File: src/logic/pocsl_pkg.sv
// constants and carrier types for the phase overcurrent stage logic
package pocsl_pkg;
    // ****************************************
    // widths and codes
    // ****************************************
    localparam int CUR_W = 16;
    localparam int TMR_W = 20;
    localparam logic [1:0] STAGE_LOW   = 2'h1;
    localparam logic [1:0] STAGE_HIGH  = 2'h2;
    localparam logic [1:0] STAGE_SUPER = 2'h3;
    localparam logic [1:0] STAGE_NONE  = 2'h0;
    // current in per-unit of rated current, 8 fraction bits
    localparam logic [CUR_W-1:0] INV_CLAMP = 16'h0280;  // 2.5 x rated
    // ****************************************
    // timing
    // ****************************************
    localparam int CLK_HZ       = 20000000;
    localparam int ENERG_WIN_MS = 60;
    localparam int ENERG_WIN_CYC = (CLK_HZ / 1000) * ENERG_WIN_MS;
    // curve select: 0 definite, 1..7 inverse, curve set by the low two bits
    localparam logic [2:0] CURVE_DEFINITE = 3'h0;
    localparam logic [2:0] CURVE_MAX      = 3'h6;

    typedef struct packed {
        logic [CUR_W-1:0] phA;
        logic [CUR_W-1:0] phB;
        logic [CUR_W-1:0] phC;
    } pocsl_phase_t;

    typedef struct packed {
        logic lowStart;
        logic highStart;
        logic superStart;
        logic lowOperate;
        logic highOperate;
        logic superOperate;
    } pocsl_sig_t;
endpackage : pocsl_pkg

File: src/logic/pocsl_stage_logic.sv
// three-stage phase overcurrent decision logic with relay routing
`timescale 1ns/10ps
// Overview of operation
// - three independent stages, each with own start value and operate time
// - stage starts when any phase current exceeds its start value
// - start gives routable start signal and a numeric start code
// - definite time: operate once overcurrent outlasts set operate time
// - low-set inverse time: delay derived from measured current level
// - low-set mode and one of four curves chosen by curve switchgroup
// - inverse mode clamps low-set start value to 2.5 times rated
// - low and high stages inhibited by selected external blocking inputs
// - optional doubling of high-set start value during energising
// - energising when currents rise below 0.12 to above 1.5 within 60 ms
// - energising ends when currents drop below 1.25 times low start
// - high and superhigh stages individually disableable, shown as dashes
// - optional suppression of low inverse time while upper stages started
// - every start and operate signal routable to any output relay
// - permanent internal fault raises alarm and blocks other relay outputs
module pocsl_stage_logic #(
    parameter int RELAYS = 8,
    parameter int ENERG_WIN = pocsl_pkg::ENERG_WIN_CYC
) (
    // clock and reset
    input  wire logic                          sys_clk,
    input  wire logic                          reset,
    // measured currents
    input  wire pocsl_pkg::pocsl_phase_t       phaseCur,
    // settings
    input  wire logic [pocsl_pkg::CUR_W-1:0]   lowStartSet,
    input  wire logic [pocsl_pkg::CUR_W-1:0]   highStartSet,
    input  wire logic [pocsl_pkg::CUR_W-1:0]   superStartSet,
    input  wire logic [pocsl_pkg::TMR_W-1:0]   lowOpTime,
    input  wire logic [pocsl_pkg::TMR_W-1:0]   highOpTime,
    input  wire logic [pocsl_pkg::TMR_W-1:0]   superOpTime,
    input  wire logic [2:0]                    curve_selection_switchgroup,
    input  wire logic                          highEnable,
    input  wire logic                          superEnable,
    input  wire logic                          doubleOnEnergise,
    input  wire logic                          inhibitInvOnUpper,
    // blocking: bits 0..2 pick inputs for low, bits 3..5 for high
    input  wire logic [5:0]                    blocking_switchgroups,
    input  wire logic                          block_input_one,
    input  wire logic                          block_input_two,
    input  wire logic                          remote_reset_block_input_three,
    // routing: one mask per signal of pocsl_sig_t
    input  wire logic [5:0][RELAYS-1:0]        routeMatrix,
    input  wire logic                          internalFault,
    // outputs
    output logic                               startAny,
    output pocsl_pkg::pocsl_sig_t              stageSig,
    output logic [1:0]                         startCode,
    output logic                               highDashes,
    output logic                               superDashes,
    output logic                               energiseActive,
    output logic [RELAYS-1:0]                  relayOut,
    output logic                               alarmOut
);
    // ****************************************
    // comparisons
    // ****************************************
    logic [pocsl_pkg::CUR_W-1:0] maxCur;
    logic [pocsl_pkg::CUR_W+1:0] lowEff;
    logic [pocsl_pkg::CUR_W+1:0] highEff;
    logic                        inverseMode;
    logic                        blkLow;
    logic                        blkHigh;
    logic                        overLow;
    logic                        overHigh;
    logic                        overSuper;
    logic [2:0]                  blkIn;
    logic                        energNext;

    always_comb
    begin
        maxCur = phaseCur.phA;
        if (phaseCur.phB > maxCur)
            maxCur = phaseCur.phB;
        if (phaseCur.phC > maxCur)
            maxCur = phaseCur.phC;
    end

    assign inverseMode = (curve_selection_switchgroup != pocsl_pkg::CURVE_DEFINITE);
    assign lowEff = (inverseMode && lowStartSet > pocsl_pkg::INV_CLAMP) ?
                    {2'h0, pocsl_pkg::INV_CLAMP} : {2'h0, lowStartSet};
    // doubled threshold already applies in the cycle energising is declared
    assign highEff = (doubleOnEnergise && energNext) ?
                     {1'h0, highStartSet, 1'h0} : {2'h0, highStartSet};
    assign blkIn = {remote_reset_block_input_three, block_input_two, block_input_one};
    assign blkLow  = |(blkIn & blocking_switchgroups[2:0]);
    assign blkHigh = |(blkIn & blocking_switchgroups[5:3]);
    assign overLow   = ({2'h0, maxCur} > lowEff) && !blkLow;
    assign overHigh  = ({2'h0, maxCur} > highEff) && highEnable && !blkHigh;
    assign overSuper = (maxCur > superStartSet) && superEnable;

    // ****************************************
    // energising detection
    // ****************************************
    logic [pocsl_pkg::CUR_W+7:0] cur100;
    logic [pocsl_pkg::CUR_W+7:0] lowX;
    logic                        belowLow12;
    logic                        aboveLow150;
    logic                        belowLow125;
    logic [23:0]                 winCnt_reg;

    assign cur100 = {8'h00, maxCur} * 24'h000064;
    assign lowX   = {8'h00, lowStartSet};
    assign belowLow12  = cur100 < lowX * 24'h00000C;
    assign aboveLow150 = cur100 > lowX * 24'h000096;
    assign belowLow125 = cur100 < lowX * 24'h00007D;

    // window opens while current is low, counts down after it rises
    always_ff @(posedge sys_clk or posedge reset)
    begin
        if (reset)
            winCnt_reg <= 24'h000000;
        else if (belowLow12)
            winCnt_reg <= 24'(ENERG_WIN);
        else if (winCnt_reg != 24'h000000)
            winCnt_reg <= winCnt_reg - 24'h000001;
    end

    always_comb
    begin
        energNext = energiseActive;
        if (!energiseActive && aboveLow150 && winCnt_reg != 24'h000000)
            energNext = 1'b1;
        else if (energiseActive && belowLow125)
            energNext = 1'b0;
    end

    always_ff @(posedge sys_clk or posedge reset)
    begin
        if (reset)
            energiseActive <= 1'b0;
        else
            energiseActive <= energNext;
    end

    // ****************************************
    // operate timers
    // ****************************************
    logic [2:0]                       overVec;
    logic [2:0][pocsl_pkg::TMR_W-1:0] limit;
    logic [2:0][pocsl_pkg::TMR_W-1:0] tmr_reg;
    logic [2:0]                       opr_reg;
    logic [2:0]                       st_reg;
    logic [pocsl_pkg::TMR_W-1:0]      invStep;
    logic                             lowInvHold;
    logic [pocsl_pkg::CUR_W+1:0]      ratio;

    assign overVec = {overSuper, overHigh, overLow};
    // inverse time: advance faster as current grows past start value
    assign ratio = ({2'h0, maxCur} << curve_selection_switchgroup[1:0]) / (lowEff | 18'h00001);
    assign invStep = (ratio > 18'h00001) ? pocsl_pkg::TMR_W'(ratio) : 20'h00001;
    assign lowInvHold = inhibitInvOnUpper && inverseMode && (st_reg[1] || st_reg[2]);
    assign limit = {superOpTime, highOpTime, lowOpTime};

    for (genvar s = 0; s < 3; s++)
    begin : g_stage
        logic [pocsl_pkg::TMR_W-1:0] step;
        assign step = (s == 0 && inverseMode) ? invStep : 20'h00001;

        always_ff @(posedge sys_clk or posedge reset)
        begin
            if (reset)
            begin
                tmr_reg[s] <= '0;
                st_reg[s]  <= 1'b0;
                opr_reg[s] <= 1'b0;
            end
            else if (!overVec[s])
            begin
                tmr_reg[s] <= '0;
                st_reg[s]  <= 1'b0;
                opr_reg[s] <= 1'b0;
            end
            else
            begin
                st_reg[s] <= 1'b1;
                if (s == 0 && lowInvHold)
                    tmr_reg[s] <= tmr_reg[s];
                else if (tmr_reg[s] >= limit[s])
                    opr_reg[s] <= 1'b1;
                else
                    tmr_reg[s] <= tmr_reg[s] + step;
            end
        end
    end

    // ****************************************
    // outputs and routing
    // ****************************************
    pocsl_pkg::pocsl_sig_t sigNow;
    assign sigNow = '{lowStart: st_reg[0], highStart: st_reg[1], superStart: st_reg[2],
                      lowOperate: opr_reg[0], highOperate: opr_reg[1],
                      superOperate: opr_reg[2]};

    always_ff @(posedge sys_clk or posedge reset)
    begin
        if (reset)
        begin
            stageSig  <= '0;
            startAny  <= 1'b0;
            startCode <= pocsl_pkg::STAGE_NONE;
        end
        else
        begin
            stageSig <= sigNow;
            startAny <= |st_reg;
            if (st_reg[2])
                startCode <= pocsl_pkg::STAGE_SUPER;
            else if (st_reg[1])
                startCode <= pocsl_pkg::STAGE_HIGH;
            else if (st_reg[0])
                startCode <= pocsl_pkg::STAGE_LOW;
            else
                startCode <= pocsl_pkg::STAGE_NONE;
        end
    end

    always_ff @(posedge sys_clk or posedge reset)
    begin
        if (reset)
        begin
            highDashes  <= 1'b0;
            superDashes <= 1'b0;
        end
        else
        begin
            highDashes  <= !highEnable;
            superDashes <= !superEnable;
        end
    end

    logic [RELAYS-1:0] routed;
    always_comb
    begin
        routed = '0;
        for (int i = 0; i < 6; i++)
            if (sigNow[5-i])
                routed = routed | routeMatrix[i];
    end

    always_ff @(posedge sys_clk or posedge reset)
    begin
        if (reset)
        begin
            relayOut <= '0;
            alarmOut <= 1'b0;
        end
        else
        begin
            relayOut <= internalFault ? '0 : routed;
            alarmOut <= internalFault;
        end
    end

    // ****************************************
    // checks
    // ****************************************
    AST_FAULT_BLOCKS: assert property (@(posedge sys_clk) disable iff (reset)
        internalFault |=> (relayOut == '0) && alarmOut)
        else $error("relay outputs not blocked on fault");
    AST_DROP_CLEARS: assert property (@(posedge sys_clk) disable iff (reset)
        !overVec[0] |=> !st_reg[0] && !opr_reg[0] && tmr_reg[0] == '0)
        else $error("low stage not cleared on drop");
    AST_SUPER_DISABLED: assert property (@(posedge sys_clk) disable iff (reset)
        !superEnable [*2] |-> !st_reg[2] && !opr_reg[2])
        else $error("disabled superhigh stage active");
    AST_START_FOLLOWS: assert property (@(posedge sys_clk) disable iff (reset)
        overVec[1] |=> st_reg[1])
        else $error("high stage failed to start");
    AST_OPERATE_CAUSE: assert property (@(posedge sys_clk) disable iff (reset)
        $rose(opr_reg[1]) |-> $past(tmr_reg[1]) >= $past(highOpTime))
        else $error("high stage operated early");
    AST_ENERG_END: assert property (@(posedge sys_clk) disable iff (reset)
        energiseActive && belowLow125 |=> !energiseActive)
        else $error("energising did not end");
    AST_BLOCK_LOW: assert property (@(posedge sys_clk) disable iff (reset)
        blkLow |=> !st_reg[0])
        else $error("blocked low stage started");
    AST_CODE: assert property (@(posedge sys_clk) disable iff (reset)
        st_reg[2] |=> startCode == pocsl_pkg::STAGE_SUPER)
        else $error("wrong start code");
endmodule : pocsl_stage_logic

File: config.mk
export PLATFORM = sky130hd
export DESIGN_NAME = pocsl_stage_logic
export DESIGN_NICKNAME = d
export VERILOG_FILES = /design/src/logic/pocsl_pkg.sv /design/src/logic/pocsl_stage_logic.sv
export SDC_FILE = /design/constraint.sdc
export NUM_CORES = 1
export LEC_CHECK = 0
export ABC_AREA = 1
export BUFFER_PORTS_ARGS = -buffer_cell sky130_fd_sc_hd__buf_2
export CAP_MARGIN = 30
export CORE_AREA = 2 2 286 316
export CTS_CLUSTER_DIAMETER = 60
export CTS_CLUSTER_SIZE = 28
export DETAILED_ROUTE_END_ITERATION = 16
export DIE_AREA = 0 0 288 318
export PLACE_DENSITY = 0.56
export SKIP_LAST_GASP = 1
export SYNTH_ARGS = -nofsm -noshare
export SYNTH_HDL_FRONTEND = slang
export SYNTH_SLANG_ARGS = --single-unit
export TNS_END_PERCENT = 100
File: constraint.sdc
create_clock -name sys_clk -period 5.2 [get_ports sys_clk]
set_input_delay 0.52 -clock sys_clk [delete_from_list [all_inputs] [get_ports sys_clk]]
set_output_delay 0.52 -clock sys_clk [all_outputs]
set_load 0.01 [all_outputs]
==> reports/results.tsv, run 1 <==
metric	value	unit
status	finished with violations	
violations	negative setup slack	
place_area	0.0372	sq mm
die_w	288	um
drive_gt1_share	40.2	%
cts_made_buffers	9	
grt_pass1_vias	28300	
nets	6024	
synth_nets	4657	
synthFlopType	dfrtp_1	
overflow	0	
hold_class	input port to asynchronous set/reset pin	
ant_nets	0	
fin_worst_skew	0.0101	ns
finalHoldViolCount	0	
io_pins	244	
worst-path-stages	254	
timing.setup.tns	-727.73	ns
yosysSeqAreaShare	10.5	%
path_buf_inv	48	
routedWlPerCell	14.9	um
cts.path.max_buffers	2	
layout_commonest_cell	buf_4	
cts_root_buffer	clkbuf_16	
largest_register_ffs	60	
routed_wl	94.8	mm
rsz0062_at_grt	true	
fin_crit_sh	609	%
first_iter_violations	1270	
grt_pass1_wl	144	mm
multi_input_area	0.0236	sq mm
area_growth	56.6	%
synth_edf_count	0	
htreeDepth	3	
seq_area	0.00278	sq mm
drv_cap	0	
critPathCaptureType	flip-flop	
worst_pin_slew	0.841	ns
async_reset_ff_share	100	%
rows	115	
fmax	0.0316	GHz
period_minus_slack	31.65	ns
clkTransAtPathRegs	0.08	ns
fillers	8820	
worstPathArrival	31.90	ns
max_slew_margin	44.0	%
mappedNetlistArea	0.0263	sq mm
grt_antenna_before_repair	13	
port_buffers	243	
crit_required	5.45	ns
cts_sinks	111	
drtPass1Iterations	5	
cts_tree	yes	
crit_path_top_delay_cell	a2111oi_1	
reg2reg_depth	28	
stdcell_area	0.0413	sq mm
gp_congestion	0.895	
hold_buffers	0	
worstSetupPathType	input port to flip-flop	
critPathTopFamily	compound AO/OA/AOI/OAI gates	
hpwl	78.1	mm
vias_per_cell	4.71	
slew_viol_final	0	
floorplan.initialDensity	29.7	%
setup_ws	-26.45	ns
syn_avg_cell_area	6.91	sq um
synth-seq-cells	111	
die_y	318	um
dieArea	0.0916	sq mm
grt_use_total	19.5	%
mostFrequentLayoutCells	buf_4 (1116), inv_1 (643), nand2_1 (582)	
syn_inst	3811	
utilization	46.5	%
yosysWarnings	0	
synth.distinct_cells	75	
critPathMaxFanout	8	
clkLatencyLatePin	0.37	ns
max_stage_delay	0.35	ns
setup_violations	77	
drc	0	
startpoint_type	input port	
core_area	0.0886	sq mm
num_vias	29900	
grt_max_degree	72	
cell usage after synthesis, drive strengths merged (4+ instances only):
master	instances	area [sq um]
nor2	258	1020
or2	39	244
o211ai	11	87.6
o21bai	55	424
nor3	67	340
o41ai	7	61.3
o21ai	210	1100
a21boi	6	52.6
ha	531	6640
nand3	225	1180
nand3b	10	75.1
a21oi	296	1510
clkbuf	22	82.6
nand4	43	275
buf	26	163
a221oi	12	105
nor3b	4	30.0
a211oi	33	248
fa	92	1840
mux2i	4	40.0
xnor2	63	552
a21o	17	129
a2111oi	4	35.0
inv	720	2710
nand2	725	2840
o31ai	6	45.0
a31oi	22	144
dfrtp	111	2780
nor4	15	93.8
o2111ai	6	52.6
o21a	10	75.1
xor2	128	1120
clkinv	4	15.0
kinds of logic after synthesis:
family                   share of synthesized area [%]
buffers and inverters                             11.3
AO/OA/AOI/OAI                                     16.1
XOR/XNOR                                          6.35
AND/OR/NAND/NOR                                   23.4
flip-flops                                        10.5
adder cells (fa/ha/maj)                           32.2
multiplexers                                     0.152
stage by stage:
stage	setup WS [ns]	cells	hold WS, ns
4_1_cts	-26.19	6257	0.295
6_report	-26.45	6359	0.0988
3_5_place_dp	-27.74	6191	0.482
5_1_grt	-28.66	6355	0.102
2_1_floorplan	-25.53	3811	0.352
3_3_place_gp	-27.19	6191	0.482
worst register-to-register path: cells and delay by family, from the launching register on:
family	cells	cell delay, ns
flip-flops	1	0.43
buffers and inverters	7	0.80
adder cells (fa/ha/maj)	1	0.32
AO/OA/AOI/OAI	10	1.60
AND/OR/NAND/NOR	10	1.68
layout make-up:
cell class | instances | share of cell area (%)
multi-input cells | 2930 | 57.2
repair buffers | 1401 | 24.9
inverters | 724 | 6.80
flip-flops and latches | 111 | 6.73
well taps | 1170 | 3.55
clock buffers | 11 | 0.588
clock inverters | 5 | 0.103
diodes | 6 | 0.0364
repair inverters | 1 | 0.0212
timing repair:
| action | in CTS | in global routing |
|---|---|---|
| resized for setup | 87 | 506 |
| pin swaps | 62 | 311 |
| buffers inserted | 47 | 96 |
| endpoints found under the setup margin | 89 | 91 |
| cloned | 3 | 5 |
layer usage:
layer	global-route usage (%)	share of wire (%)	wire (um)
met4	5.28	3.0	2850
met2	34.4	49	46200
met5	0	0.057	54
met1	25.2	44	41800
met3	1.79	4.1	3920
path summary, 6_finish.rpt:
| path | slack (ns) | from | endpoint |
|---|---|---|---|
| setup / recovery | -26.45 | phaseCur[25] | tmr_reg[18]$_DFFE_PP0P_ |
| hold / removal | 0.1 | reset | tmr_reg[21]$_DFFE_PP0P_ |
| setup reg to reg | 0.30 | winCnt_reg[12]$_DFFE_PP0P_ | tmr_reg[30]$_DFFE_PP0P_ |
| hold reg to reg | 0.49 | tmr_reg[19]$_DFFE_PP0P_ | tmr_reg[19]$_DFFE_PP0P_ |
| max in group asynchronous | 4.28 | reset | tmr_reg[48]$_DFFE_PP0P_ |
| min in group sys_clk | 0.31 | highEnable | highDashes$_DFF_PP0_ |
Power of run 1 is left out: the tool's default activity adds up to more than one toggle a clock period on the data nets, which glitch-free logic cannot reach.
==> inputs of run 2 (changes only) <==
- ABC_AREA: 1 -> unset
- CORE_AREA: 2 2 286 316 -> 2 2 291 322
- DIE_AREA: 0 0 288 318 -> 0 0 293 324
==> run 2 against run 1 <==
The run still ends with negative setup slack left. Worst hold slack lost 0.0015 ns. Synthesized area grew 3.7%. Non-clock buffer count grew 61. Die area grew 3.7%. Final cell count shrank 5.5%.
==> reports/results.tsv, run 2 <==
metric	value	unit	change
status	finished with violations		
violations	negative setup slack		
worstPathArrival	36.48	ns	+4.58 ns
synthTopCellsByArea	ha_1 (24%), dfrtp_1 (10%), fa_1 (6.7%)		
hold_buffers	0		unchanged
use_met2	39.6	%	+5.3 points
max_stage_delay	0.52	ns	+0.17 ns
grtUsageMet1	26.8	%	+1.5 points
worst_pin_slew	1.08	ns	+0.241 ns
drive_gt1_share	38.0	%	-2.1 points
rows	117		+1.7%
grt_use_total	21.6	%	+2.0 points
drv_cap	0		unchanged
nets	5656		-6.1%
cts_root_buffer	clkbuf_16		
place_area	0.0386	sq mm	+3.7%
period_minus_slack	36.20	ns	+4.56 ns
layout_commonest_cell	buf_4		
synth_edf_count	0		unchanged
syn_inst	3409		-11%
clkTransAtPathRegs	0.08	ns	about the same
startpoint_type	input port		
largest_register_ffs	60		unchanged
drtPass1Iterations	5		unchanged
yosysTopAreaCellShare	24.3	%	-0.89 points
die_w	293	um	+1.7%
cts.path.max_buffers	2		unchanged
grt_max_degree	57		-21%
overflow	0		unchanged
htreeDepth	3		unchanged
floorplan.initialDensity	29.8	%	+0.034 points
syn_avg_cell_area	8.01	sq um	+16%
routed_wl	105	mm	+11%
synth_nets	4255		-8.6%
synth.distinct_cells	92		+23%
grt_pass1_wl	163	mm	+14%
hpwl	87.0	mm	+11%
die_y	324	um	+1.9%
grt_pass1_vias	30500		+7.4%
path_common_cell	buf_4		
num_vias	30100		+0.40%
dieArea	0.0949	sq mm	+3.7%
synth-seq-cells	111		unchanged
yosysSeqAreaShare	10.2	%	-0.37 points
met3_usage	1.53	%	-0.26 points
crit_required	5.48	ns	+0.03 ns
cts_tree	yes		
mappedNetlistArea	0.0273	sq mm	+3.7%
max_slew_margin	26.0	%	-18 points
worstSetupPathType	input port to flip-flop		
finalHoldViolCount	0		unchanged
area_growth	50.6	%	
ant_nets	0		unchanged
setup_ws	-31.00	ns	-4.56 ns
critPathCaptureType	flip-flop		
utilization	44.8	%	-1.7 points
synth.most_common_cell	ha_1		
crit_path_top_delay_cell	or4_4		
vias_per_cell	5.01		+6.3%
hold_class	input port to asynchronous set/reset pin		
top_usage_layer	met2		
stdcell_area	0.0411	sq mm	-0.28%
io_pins	244		unchanged
async_reset_ff_share	100	%	unchanged
fin_crit_sh	696	%	+88 points
clkLatencyLatePin	0.36	ns	about the same
synthFlopType	dfrtp_1		
yosys.area.top_type	ha_1		
yosysWarnings	0		unchanged
rsz0062_at_grt	true		
first_iter_violations	1447		+14%
mostFrequentLayoutCells	buf_4 (1191), ha_1 (483), inv_1 (399)		
routedWlPerCell	17.4	um	+17%
fin_worst_skew	0.0137	ns	+0.00363 ns
cts_sinks	111		unchanged
port_buffers	243		unchanged
slew_viol_final	0		unchanged
yosys-top-cells-count	ha_1 (531), inv_1 (413), nor2_1 (255), a21oi_1 (242), nand2_1 (197)		
pre_cts_ws	-31.98	ns	-4.23 ns
core_area	0.0918	sq mm	+3.6%
hold_slack	0.0973	ns	-0.00153 ns
grt_antenna_before_repair	3		-10
gp_congestion	0.926		+3.5%
fmax	0.0276	GHz	-13%
critPathMaxFanout	7		-1
cts_made_buffers	9		unchanged
setup_violations	91		+18%
drc	0		unchanged
run 2: path summary, 6_finish.rpt:
path	cells past startpoint	end	slack (ns)	from
max	217	tmr_reg[4]$_DFFE_PP0P_	-31.00	phaseCur[41]
min	2	startCode[1]$_DFF_PP0_	0.1	reset
max reg2reg	20	tmr_reg[22]$_DFFE_PP0P_	0.74	winCnt_reg[6]$_DFFE_PP0P_
min reg2reg	2	winCnt_reg[9]$_DFFE_PP0P_	0.52	winCnt_reg[9]$_DFFE_PP0P_
max in group asynchronous	3	tmr_reg[44]$_DFFE_PP0P_	4.26	reset
min in group sys_clk	1	alarmOut$_DFF_PP0_	0.43	internalFault
run 2: timing repair:
| item | CTS | global route |
|---|---|---|
| pin swaps | 121 | 107 |
| hold endpoints to repair | 0 | 0 |
| cloned | 2 | 1 |
| buffers inserted | 162 | 42 |
| endpoints found under the setup margin | 91 | 91 |
| resized for setup | 103 | 116 |
run 2: layer usage:
layer / vias to the layer above / part of all wire (%)
met5: - / 0.0086
met3: 157 / 3.7
met2: 598 / 49
met4: 2 / 3.4
met1: 14300 / 44
li1: 15000 / -
run 2: final cells by class:
| class | count | area, sq um |
|---|---|---|
| diodes | 2 | 5.00 |
| clock buffers | 10 | 229 |
| clock inverters | 6 | 67.6 |
| fillers | 9079 | 50600 |
| inverters | 418 | 1600 |
| multi-input cells | 2808 | 24400 |
| flip-flops and latches | 111 | 2780 |
| well taps | 1190 | 1490 |
| repair buffers | 1462 | 10600 |
run 2: worst max-delay path: cells and delay by family:
kind / cells / cell delay (ns)
adder cells (fa/ha/maj): 21 / 5.24
multiplexers: 9 / 2.67
AO/OA/AOI/OAI: 104 / 17.26
buffers and inverters: 33 / 3.15
XOR/XNOR: 3 / 0.53
AND/OR/NAND/NOR: 47 / 7.03
run 2: through the flow:
step | TNS [ns] | std cells
after global routing | -995.05 | 6005
after floorplan | -871.64 | 3409
after global placement | -940.85 | 5820
after detailed placement | -968.69 | 5822
after CTS | -903.64 | 5997
final | -910.11 | 6007
run 2: cell families after synthesis:
| logic type | count (synthesis) | synth area share, % |
|---|---|---|
| flip-flops | 111 | 10.2 |
| adder cells (fa/ha/maj) | 627 | 31.2 |
| buffers and inverters | 491 | 6.84 |
| AO/OA/AOI/OAI | 921 | 22.2 |
| XOR/XNOR | 252 | 8.08 |
| AND/OR/NAND/NOR | 867 | 15.6 |
| multiplexers | 140 | 5.90 |
Power of run 2 is left out for the same reason.
